## src/ebc_cfg.svh

```systemverilog
// emulator break control constants
// assumes inclusion by the package and the top module only
`ifndef EBC_CFG_SVH
`define EBC_CFG_SVH
`define EBC_ADDR_W      12
`define EBC_BP_NUM      4
`define EBC_PASS_W      8
`define EBC_TRIG_NUM    2
`define EBC_EDGE_RISE   1'b0
`define EBC_PASS_ONE    8'h01
`define EBC_CAUSE_NONE  2'h0
`define EBC_CAUSE_HW    2'h1
`define EBC_CAUSE_FORCE 2'h2
`define EBC_CAUSE_TRIG  2'h3
`endif

```

## src/ebc_pkg.sv

```systemverilog
// emulator break control types
// assumes the constants header is on the include path
`include "ebc_cfg.svh"
package ebc_pkg;
    // instruction classes decoded by the core
    typedef enum logic [3:0] {
        EBC_CLS_OTHER = 4'h0,
        EBC_CLS_SKIP  = 4'h1,
        EBC_CLS_POF   = 4'h2,
        EBC_CLS_POWER_OFF_ENABLE_INSTR  = 4'h3
    } ebc_class_t;

    // run state, one-hot
    typedef enum logic [2:0] {
        EBC_RUN  = 3'h1,
        EBC_HALT = 3'h2,
        EBC_PDN  = 3'h4
    } ebc_state_t;

    typedef struct packed {
        ebc_state_t                        state;
        logic                              defer;
        logic                              skip_next;
        logic [`EBC_TRIG_NUM-1:0]          sync1;
        logic [`EBC_TRIG_NUM-1:0]          sync2;
        logic [`EBC_TRIG_NUM-1:0]          prev;
        logic [`EBC_BP_NUM*`EBC_PASS_W-1:0] pass;
        logic [1:0]                        cause;
    } ebc_state_rec_t;
endpackage : ebc_pkg

```

## src/ebc_break_ctrl.sv

```systemverilog
// break and power-down control of the emulated 4-bit core
// assumes the core reports each fetch and each execute as one-cycle strobes
// and holds execution while halt is high
// fetch_run marks a fetch that continues a consecutive-description run,
// so the first fetch with fetch_run low is where such a run ends
// skip-class instructions report exec_skip_taken with their execute strobe
// slots with their pass enable set count executions, others match fetches
// the host reloads pass counts with bp_arm, which loads in any state, running included
// trigger lines may change at any time; two flops sit before edge detect
// trace pulses leave whatever the break enables say
// clk_en low freezes every flop, the synchroniser included
// halt, power_down and break_cause come straight from the state record
// cause codes: none, hardware or pass count, forced, trigger
// a forced break wins over every other source in the same cycle
// a deferred hit is dropped when a forced or trigger break stops the run
// only a hit inside a run is buffered, in defer; other strobes are judged in the cycle they stand
`timescale 1ns/1ps
`include "ebc_cfg.svh"
module ebc_break_ctrl #(
    parameter int ADDR_W = `EBC_ADDR_W,
    parameter int BP_NUM = `EBC_BP_NUM,
    parameter int PASS_W = `EBC_PASS_W,
    parameter int TRIG_N = `EBC_TRIG_NUM
) (
    // clock, reset and enable
    input  wire logic                     clk,
    input  wire logic                     reset_n,
    input  wire logic                     clk_en,
    // core fetch side
    input  wire logic                     fetch_valid,
    input  wire logic [ADDR_W-1:0]        fetch_addr,
    input  wire logic                     fetch_run,
    // core execute side
    input  wire logic                     exec_valid,
    input  wire logic [ADDR_W-1:0]        exec_addr,
    input  wire ebc_pkg::ebc_class_t      exec_class,
    input  wire logic                     exec_skip_taken,
    // breakpoint slots from the host
    input  wire logic [BP_NUM-1:0]        bp_enable,
    input  wire logic [BP_NUM*ADDR_W-1:0] bp_addr,
    input  wire logic [BP_NUM-1:0]        bp_pass_en,
    input  wire logic [BP_NUM*PASS_W-1:0] bp_pass_load,
    input  wire logic                     bp_arm,
    // forced break and trigger lines
    input  wire logic                     force_break,
    input  wire logic [TRIG_N-1:0]        trig_in,
    input  wire logic [TRIG_N-1:0]        trig_brk_en,
    input  wire logic [TRIG_N-1:0]        trig_edge_fall,
    // host restart and wake
    input  wire logic                     restart,
    input  wire logic                     wake,
    // status back to the host
    output logic                          halt,
    output logic                          power_down,
    output logic [1:0]                    break_cause,
    output logic [TRIG_N-1:0]             trace_trig
);
    import ebc_pkg::*;

    ebc_state_rec_t s_q;
    ebc_state_rec_t s_d;
    logic [BP_NUM-1:0] hit_f;
    logic [BP_NUM-1:0] hit_e;
    logic [TRIG_N-1:0] edge_ev;
    logic [TRIG_N-1:0] rise_ev;
    logic [TRIG_N-1:0] fall_ev;
    logic              trig_brk;
    logic              pof_exec;
    logic              running;

    // pass count held for one slot
    function automatic logic [PASS_W-1:0] slot_cnt(input int i);
        slot_cnt = s_q.pass[i*PASS_W +: PASS_W];
    endfunction : slot_cnt

    // address match against one breakpoint slot
    function automatic logic bp_match(input logic [ADDR_W-1:0] a,
                                      input int i);
        bp_match = bp_enable[i] && (a == bp_addr[i*ADDR_W +: ADDR_W]);
    endfunction : bp_match

    // per-slot match on fetch (plain) and on real execution (pass count)
    genvar g;
    generate
        for (g = 0; g < BP_NUM; g++) begin : g_bp
            assign hit_f[g] = fetch_valid && !bp_pass_en[g] &&
                              bp_match(fetch_addr, g);
            assign hit_e[g] = exec_valid && !s_q.skip_next &&
                              bp_pass_en[g] &&
                              bp_match(exec_addr, g);
        end
    endgenerate

    // edge detect on the second synchroniser flop only
    generate
        for (g = 0; g < TRIG_N; g++) begin : g_trig
            // rising: now high, one cycle ago low
            assign rise_ev[g] = s_q.sync2[g] && !s_q.prev[g];
            // falling: now low, one cycle ago high
            assign fall_ev[g] = !s_q.sync2[g] && s_q.prev[g];
            // per-line polarity picks the qualifying edge
            assign edge_ev[g] = (trig_edge_fall[g] == `EBC_EDGE_RISE) ?
                                rise_ev[g] : fall_ev[g];
        end
    endgenerate

    // break sources and run state
    assign running  = (s_q.state == EBC_RUN);
    assign trig_brk = |(edge_ev & trig_brk_en);
    // only the power-off class sleeps; the enable class is ignored
    assign pof_exec = exec_valid && (exec_class == EBC_CLS_POF);

    // next-state logic
    always_comb begin
        // locals, given values before anything reads them
        logic hw_brk;
        logic pc_brk;
        logic [PASS_W-1:0] cnt;
        hw_brk = 1'b0;
        pc_brk = 1'b0;
        cnt    = '0;
        s_d = s_q;
        s_d.sync1 = trig_in;
        s_d.sync2 = s_q.sync1;
        s_d.prev  = s_q.sync2;
        // pass counters count only executed instructions
        for (int i = 0; i < BP_NUM; i++) begin
            cnt = slot_cnt(i);
            if (bp_arm) begin
                s_d.pass[i*PASS_W +: PASS_W] =
                    bp_pass_load[i*PASS_W +: PASS_W];
            end else if (hit_e[i] && running) begin
                if (cnt <= `EBC_PASS_ONE) begin
                    pc_brk = 1'b1;
                end else begin
                    s_d.pass[i*PASS_W +: PASS_W] = cnt - `EBC_PASS_ONE;
                end
            end
        end

        // skip tracking: successor of a taken skip is not executed
        if (exec_valid) begin
            s_d.skip_next = (exec_class == EBC_CLS_SKIP) &&
                            exec_skip_taken && !s_q.skip_next;
        end

        // plain slots: a skipped fetch never breaks on its own match; a deferred hit still stops there
        hw_brk = (|hit_f) && !s_q.skip_next;
        case (s_q.state)
            EBC_RUN: begin
                if (force_break || trig_brk) begin
                    // forced and trigger breaks stop at once, run or not
                    s_d.state = EBC_HALT;
                    s_d.cause = force_break ? `EBC_CAUSE_FORCE :
                                              `EBC_CAUSE_TRIG;
                    // drop a deferred hit; host resumes after the run
                    s_d.defer = 1'b0;
                end else if (fetch_valid && fetch_run &&
                             (hw_brk || s_q.defer)) begin
                    // inside a run a hit only waits for the run to end
                    s_d.defer = 1'b1;
                end else if ((hw_brk || s_q.defer) && fetch_valid) begin
                    // first fetch past the run: stop before it executes
                    s_d.state = EBC_HALT;
                    s_d.cause = `EBC_CAUSE_HW;
                    s_d.defer = 1'b0;
                end else if (pc_brk) begin
                    // pass count ran out on a real execution
                    s_d.state = EBC_HALT;
                    s_d.cause = `EBC_CAUSE_HW;
                end else if (pof_exec) begin
                    // power-off executed: sleep until wake
                    s_d.state = EBC_PDN;
                end
            end
            EBC_HALT: begin
                // cause clears on restart; skip memory starts fresh
                if (restart) begin
                    s_d.state = EBC_RUN;
                    s_d.cause = `EBC_CAUSE_NONE;
                    s_d.skip_next = 1'b0;
                end
            end
            EBC_PDN: begin
                // only wake leaves power-down
                if (wake) begin
                    s_d.state = EBC_RUN;
                end
            end
            default: s_d.state = EBC_RUN;
        endcase
    end

    // state register with clock enable
    always_ff @(posedge clk or negedge reset_n) begin
        if (!reset_n) begin
            // run, with counters and flops clear
            s_q <= '{state: EBC_RUN, default: '0};
        end else if (clk_en) begin
            s_q <= s_d;
        end
    end

    // status straight from the state record
    assign halt        = (s_q.state == EBC_HALT);
    assign power_down  = (s_q.state == EBC_PDN);
    assign break_cause = s_q.cause;
    // trace pulses go out whatever the break enables
    assign trace_trig  = edge_ev;
endmodule : ebc_break_ctrl

```

## config.mk

```make
export PLATFORM = sky130hd
export DESIGN_NAME = ebc_break_ctrl
export DESIGN_NICKNAME = d
export VERILOG_FILES = /design/src/ebc_pkg.sv /design/src/ebc_break_ctrl.sv
export VERILOG_INCLUDE_DIRS = /design/src /design/src/src
export SDC_FILE = /design/constraint.sdc
export NUM_CORES = 1
export LEC_CHECK = 0
export BUFFER_PORTS_ARGS = -buffer_cell sky130_fd_sc_hd__buf_4
export CORE_UTILIZATION = 46
export CTS_CLUSTER_SIZE = 14
export DETAILED_ROUTE_END_ITERATION = 8
export PLACE_DENSITY = 0.77
export SETUP_SLACK_MARGIN = 0.4
export SLEW_MARGIN = 25
export SYNTH_ARGS = -nofsm -noshare
export SYNTH_HDL_FRONTEND = slang
export SYNTH_SLANG_ARGS = --single-unit
```

## constraint.sdc

```tcl
create_clock -name clk -period 2.5 [get_ports clk]
set_input_delay 0.5 -clock clk [delete_from_list [all_inputs] [get_ports clk]]
set_output_delay 0.5 -clock clk [all_outputs]
set_load 0.005 [all_outputs]
```

; Yosys cells after proc, flatten, opt, wreduce, memory -nomap -nowiden
; Index checks and enable logic that the tools add are counted.
; W data, S select, Z words.
[totals]
reg_bits = 45
output_inout_bits = 6
[classes]
add_sub_neg = 4
magnitude_cmp = 4
n_eq_ne = 22
n_mux = 46
bitwise = 1
reduce_logical = 66
[op_table]
columns = cell, count
row1 = $eq A12 B12 Y1, 8
row2 = $mux W8, 12
row3 = $logic_and A1 B1 Y1, 40
row4 = $le A8 B1 Y1 const B, 4
row5 = $sub A8 B1 Y8 const B, 4
row6 = $mux W1, 20
row7 = $mux W3, 6
row8 = $reduce_and A3 Y1, 5
row9 = $ne A2 B2 Y1 const B, 6
row10 = $mux W2, 5
row11 = $reduce_and A5 Y1, 2
row12 = $reduce_bool A2 Y1, 5
row13 = $logic_not A1 Y1, 9
row14 = $pmux W3 S3, 1
row15 = $ne A5 B2 Y1 const B, 1
row16 = $eq A4 B1 Y1 const B, 1
row17 = $eq A4 B2 Y1 const B, 1
row18 = $mux W4, 1
row19 = $ne A4 B1 Y1 const B, 1
row20 = $pmux W2 S2, 1
row21 = $reduce_or A4 Y1, 1
row22 = $eq A3 B1 Y1 const B, 1
row23 = $eq A3 B2 Y1 const B, 1
row24 = $eq A3 B3 Y1 const B, 1
row25 = other kinds (5), 6

; Logic depth before layout (Yosys ltp)
[depth]
depth_word = 21
depth_mapped = 9
depth_no_buf = 9

; Worst setup path after synthesis
; OpenSTA, ideal clock, no wires.
[synth_path]
path_type = input to register
startpoint = input port exec_addr[2]
endpoint = register s_q (netlist bit break_cause[1])
arrival_time_ns = 2.314
setup_slack_ns = 0.060
path_stages = 8
n_path_buf = 1
cell_sequence = clkbuf_1 xor2_1 or4_1 nor4_1 a221o_1 nor4_2 and2_4 a311o_1
[synth_via]
elab_chain_len = 17
[synth_rtl]
columns = element, line_no
row1 = start: declaration, ebc_break_ctrl.sv:35  ; input wire logic [ADDR_W-1:0] exec_addr,
row2 = $eq A12 B12 Y1, ebc_break_ctrl.sv:79  ; bp_match = bp_enable[i] && (a == bp_addr[i*ADDR_W +: ADDR_W]);
row3 = $logic_and A1 B1 Y1, ebc_break_ctrl.sv:79
row4 = $logic_and A1 B1 Y1, ebc_break_ctrl.sv:89  ; bp_pass_en[g] &&
row5 = $logic_and A1 B1 Y1, ebc_break_ctrl.sv:132  ; end else if (hit_e[i] && running) begin
row6 = $mux W1, ebc_break_ctrl.sv:132
row7 = $mux W1, ebc_break_ctrl.sv:129  ; if (bp_arm) begin
row8 = $mux W1, ebc_break_ctrl.sv:133  ; if (cnt <= `EBC_PASS_ONE) begin
row9 = $mux W1, ebc_break_ctrl.sv:132
row10 = $mux W1, ebc_break_ctrl.sv:129
row11 = $mux W1, ebc_break_ctrl.sv:133
row12 = $mux W1, ebc_break_ctrl.sv:132
row13 = $mux W1, ebc_break_ctrl.sv:129
row14 = $mux W1, ebc_break_ctrl.sv:133
row15 = $mux W1, ebc_break_ctrl.sv:132
row16 = $mux W1 (*), ebc_break_ctrl.sv:129
row17 = $ne A4 B1 Y1 (no line) (*), --
row18 = $reduce_and A5 Y1 (no line) (*), --
row19 = end signal: assignment, ebc_break_ctrl.sv:198  ; s_q <= '{state: EBC_RUN, default: '0};
row20 = end signal: assignment, ebc_break_ctrl.sv:200  ; s_q <= s_d;
row21 = end: declaration, ebc_break_ctrl.sv:60  ; ebc_state_rec_t s_q;
; Mark *: on every way between the ends. The rest lies on a longest branch, timed or not.
; A chain may end at the register's enable or synchronous reset.

; Worst setup path after layout
[layout_path]
startpoint = register s_q[42] (netlist bit)
endpoint = register s_q (netlist bit break_cause[0])
[layout_via]
elab_chain_len = 15
[layout_rtl]
columns = element, line_no
row1 = $eq A3 B1 Y1, "ebc_break_ctrl.sv:108, ebc_break_ctrl.sv:149"
row2 = $logic_and A1 B1 Y1, ebc_break_ctrl.sv:132
row3 = $mux W1, ebc_break_ctrl.sv:132
row4 = $mux W1, ebc_break_ctrl.sv:129
row5 = $mux W1, ebc_break_ctrl.sv:133
row6 = $mux W1, ebc_break_ctrl.sv:132
row7 = $mux W1, ebc_break_ctrl.sv:129
row8 = $mux W1, ebc_break_ctrl.sv:133
row9 = $mux W1, ebc_break_ctrl.sv:132
row10 = $mux W1, ebc_break_ctrl.sv:129
row11 = $mux W1, ebc_break_ctrl.sv:133
row12 = $mux W1, ebc_break_ctrl.sv:132
row13 = $mux W1, ebc_break_ctrl.sv:129
row14 = $ne A4 B1 Y1 (no line), --
row15 = $reduce_and A5 Y1 (no line), --
; Several ways; a longest one is shown, not always the timed one.

==> impl_metrics.yaml <==
synth:
  synth_cell_type_count: 62
  synth_cells: 476
  ys_top_cells_by_area: "dfrtp_1 28%, xor2_1 13%, xnor2_1 8.3%"
  yosysSeqAreaShare_pct: 28.24
  synth_area_um2: 3993
  ys_seq_elements: 45
  yosysTopAreaCellShare_pct: 27.58
  syn_nets: 617
  synth.most_common_cell: "xor2_1"
  yosys.area.top_type: "dfrtp_1"
  synth_edf_count: 0
  ys_warn_count: 0
  synth.avg_cell_area_um2: 8.388
  synth-async-reset-ratio_pct: 100.0
  synthTopCellsByCount: "58 x xor2_1, 44 x dfrtp_1, 38 x xnor2_1"
  synthFlopType: "dfrtp_1"
clocking:
  clk_path_buf_depth: 2
  hold_buffers: 0
  cts_root_buf: "clkbuf_8"
  cts_tree: "yes"
  htree_levels: 2
  clk_latency_ns: 0.31
  cts.sinks: 45
  cts-buffers-inserted: 5
  clk_pin_slew_ns: 0.10
setup_path:
  worstReg2RegEnd: "break_cause[0]"
  reg2reg_slack_ns: 0.12
  path_max_fanout: 3
  slowest_stage: "dfstp_2"
  crit_path_end_kind: "flop"
  path_cells: "nor3b_4 -> buf_6 -> nand4_1 -> or4_4 -> nor3b_4 -> nor4_4 -> and2_4 -> a311o_1"
  startpoint_type: "flop"
  crit_top_cell: "nor3b_4"
  required_ns: 2.69
  crit_path_max_incr_delay_ns: 0.54
  path_class: "flop to flop"
  arrival_ns: 2.57
  timing.rr.start: "s_q[42]"
  reg2reg_depth: 8
sta:
  hold_viol: 0
  rsz0062_at_grt: "yes"
  fin_crit_ns: 2.381
  tns_ns: 0
  fin_crit_sh_pct: 95.24
  max_slew.worst_pin.slew_ns: 0.7660
  drv_slew: 0
  slew_headroom_pct: 48.81
  setup_viol: 0
  worst_slack_ns: 0.1191
  fin_skew_ns: 0.01354
  fmax_mhz: 420.0
routing:
  dr.first_iter.drc_count: 213
  first_pass_iters: 4
  via_per_inst: 5.852
  routed_wl_mm: 13.57
  ant_nets: 0
  drc: 0
  wl_per_cell_um: 18.29
  vias: 4342
die:
  boundaryPins: 139
  die_area_um2: 9056
  rows: 33
  core-area_um2: 8299
  dieHeight_um: 95.17
  die_x_um: 95.17
  start_util_pct: 48.11
power_and_ir_drop:
  powerDensity_nw_per_um2: 536.4
  power.leakage_nw: 2.537
  power.total_mw: 3.171
  vdd_drop_max_v: 0.0004326
global_route:
  grt_max_degree: 46
  grt_usage_pct: 29.35
  grt_overflow: 0
  grt_pass1_vias: 4122
  antenna_found_initial: 0
  grt_first_pass_wirelength_mm: 20.34
finish:
  post-route-util_pct: 71.23
  n_antenna_cell: 0
  instances_no_fill: 742
  synthToLayoutAreaGrowth_pct: 48.07
  drive_gt1_share_pct: 40.66
  final_nets: 777
placement:
  pre_cts_ws_ns: -0.1522
  dp.cells: 713
  hpwl_mm: 10.29
  io_buffers: 138
  gp_congestion: 0.9738
outcome:
  status: "completed"
min_path:
  hold_class: "input port to asynchronous set/reset pin"
flow_run:
  cap_violations: 0
## per-layer routing
metal	vias up	part of all wire [%]	GRT usage, %
met5	-	0	0
met3	20	5.4	3.429
met1	2069	43	39.11
met4	0	1.9	7.323
met2	182	49	50.24
li1	2071	-	-
## sequential cells by signal (all words and copies together), names as in the netlist
signal,count
s_d,4
break_cause,2
s_q,39
## critical path, delay by kind of cell (launching register included)
family                 cells  cell delay (ns)
AND/OR/NAND/NOR            6             1.25
flip-flops                 1             0.54
AO/OA/AOI/OAI              1             0.34
buffers and inverters      1             0.14
## how the worst max path moves through the flow
stage                      startpoint             end  depth (start not counted)
floorplan                exec_addr[2]  break_cause[1]                          8
global placement    trig_edge_fall[0]  break_cause[0]                          8
detailed placement      fetch_addr[3]  break_cause[0]                          9
CTS                            s_q[8]  break_cause[0]                          7
global route                  s_q[42]  break_cause[1]                          8
finish                        s_q[42]  break_cause[0]                          8
## report_power, final
part	switching [mW]	leakage (nW)	total (mW)	internal, mW
clock	0.280	0.0687	0.683	0.403
sequential	0.176	0.551	1.05	0.877
combinational	0.698	1.92	1.44	0.737
total	1.15	2.54	3.17	2.02
## timing repair
| item | 4_1_cts | 5_1_grt |
|---|---|---|
| endpoints found under the setup margin | 36 | 37 |
| setup buffers | 6 | 12 |
| resized for setup | 30 | 55 |
| cloned | 1 | 2 |
| pin swaps | 10 | 25 |
## cell families after synthesis
logic type	Yosys count	synth area share (%)
and+or+nand+nor	166	23.97
adders and majority gates	8	2.507
xor gates and xnor gates	96	21.06
buffers and inverters	38	3.823
AOI/OAI and AO/OA	114	17.93
muxes	9	2.476
DFF	45	28.24
## layout by cell type (no fill, tap or decap), types with 4 or more instances in the layout
| cell | n |
|---|---|
| and2_1 | 4 |
| mux2_2 | 7 |
| nor4_1 | 17 |
| inv_1 | 12 |
| xnor2_1 | 35 |
| dfrtp_1 | 44 |
| nor3b_1 | 10 |
| nand4_1 | 15 |
| buf_4 | 165 |
| nand2b_1 | 6 |
| nand3_1 | 13 |
| o21ai_0 | 9 |
| nor2_1 | 20 |
| nand3_2 | 5 |
| nand2_1 | 15 |
| ha_1 | 8 |
| xor2_1 | 58 |
| a21oi_2 | 6 |
| o22ai_1 | 9 |
| nand2_2 | 4 |
| o22ai_2 | 6 |
| nor3_1 | 13 |
| o21ai_2 | 4 |
| clkbuf_8 | 5 |
| buf_6 | 9 |
| o21ai_1 | 22 |
| or3_1 | 5 |
| a21oi_1 | 19 |
## area by class of cell
type	instances	area [um2]
tap	105	131.4
inverter	13	48.80
sequential	45	1127
multi-input combinational	395	3082
fill	643	2387
timing repair buffer	176	1385
clock buffer	5	68.82
clock inverter	3	68.82
## metrics by stage
| step | area (um2) | hold slack (ns) |
|---|---|---|
| final | 5912 | 0.1848 |
| after global routing | 5912 | 0.2359 |
| after CTS | 5604 | 0.2074 |
| after detailed placement | 5299 | 0.5005 |
| after global placement | 5299 | 0.4851 |
| after floorplan | 4151 | 0.2044 |
Power figures use the tool's default switching activity.
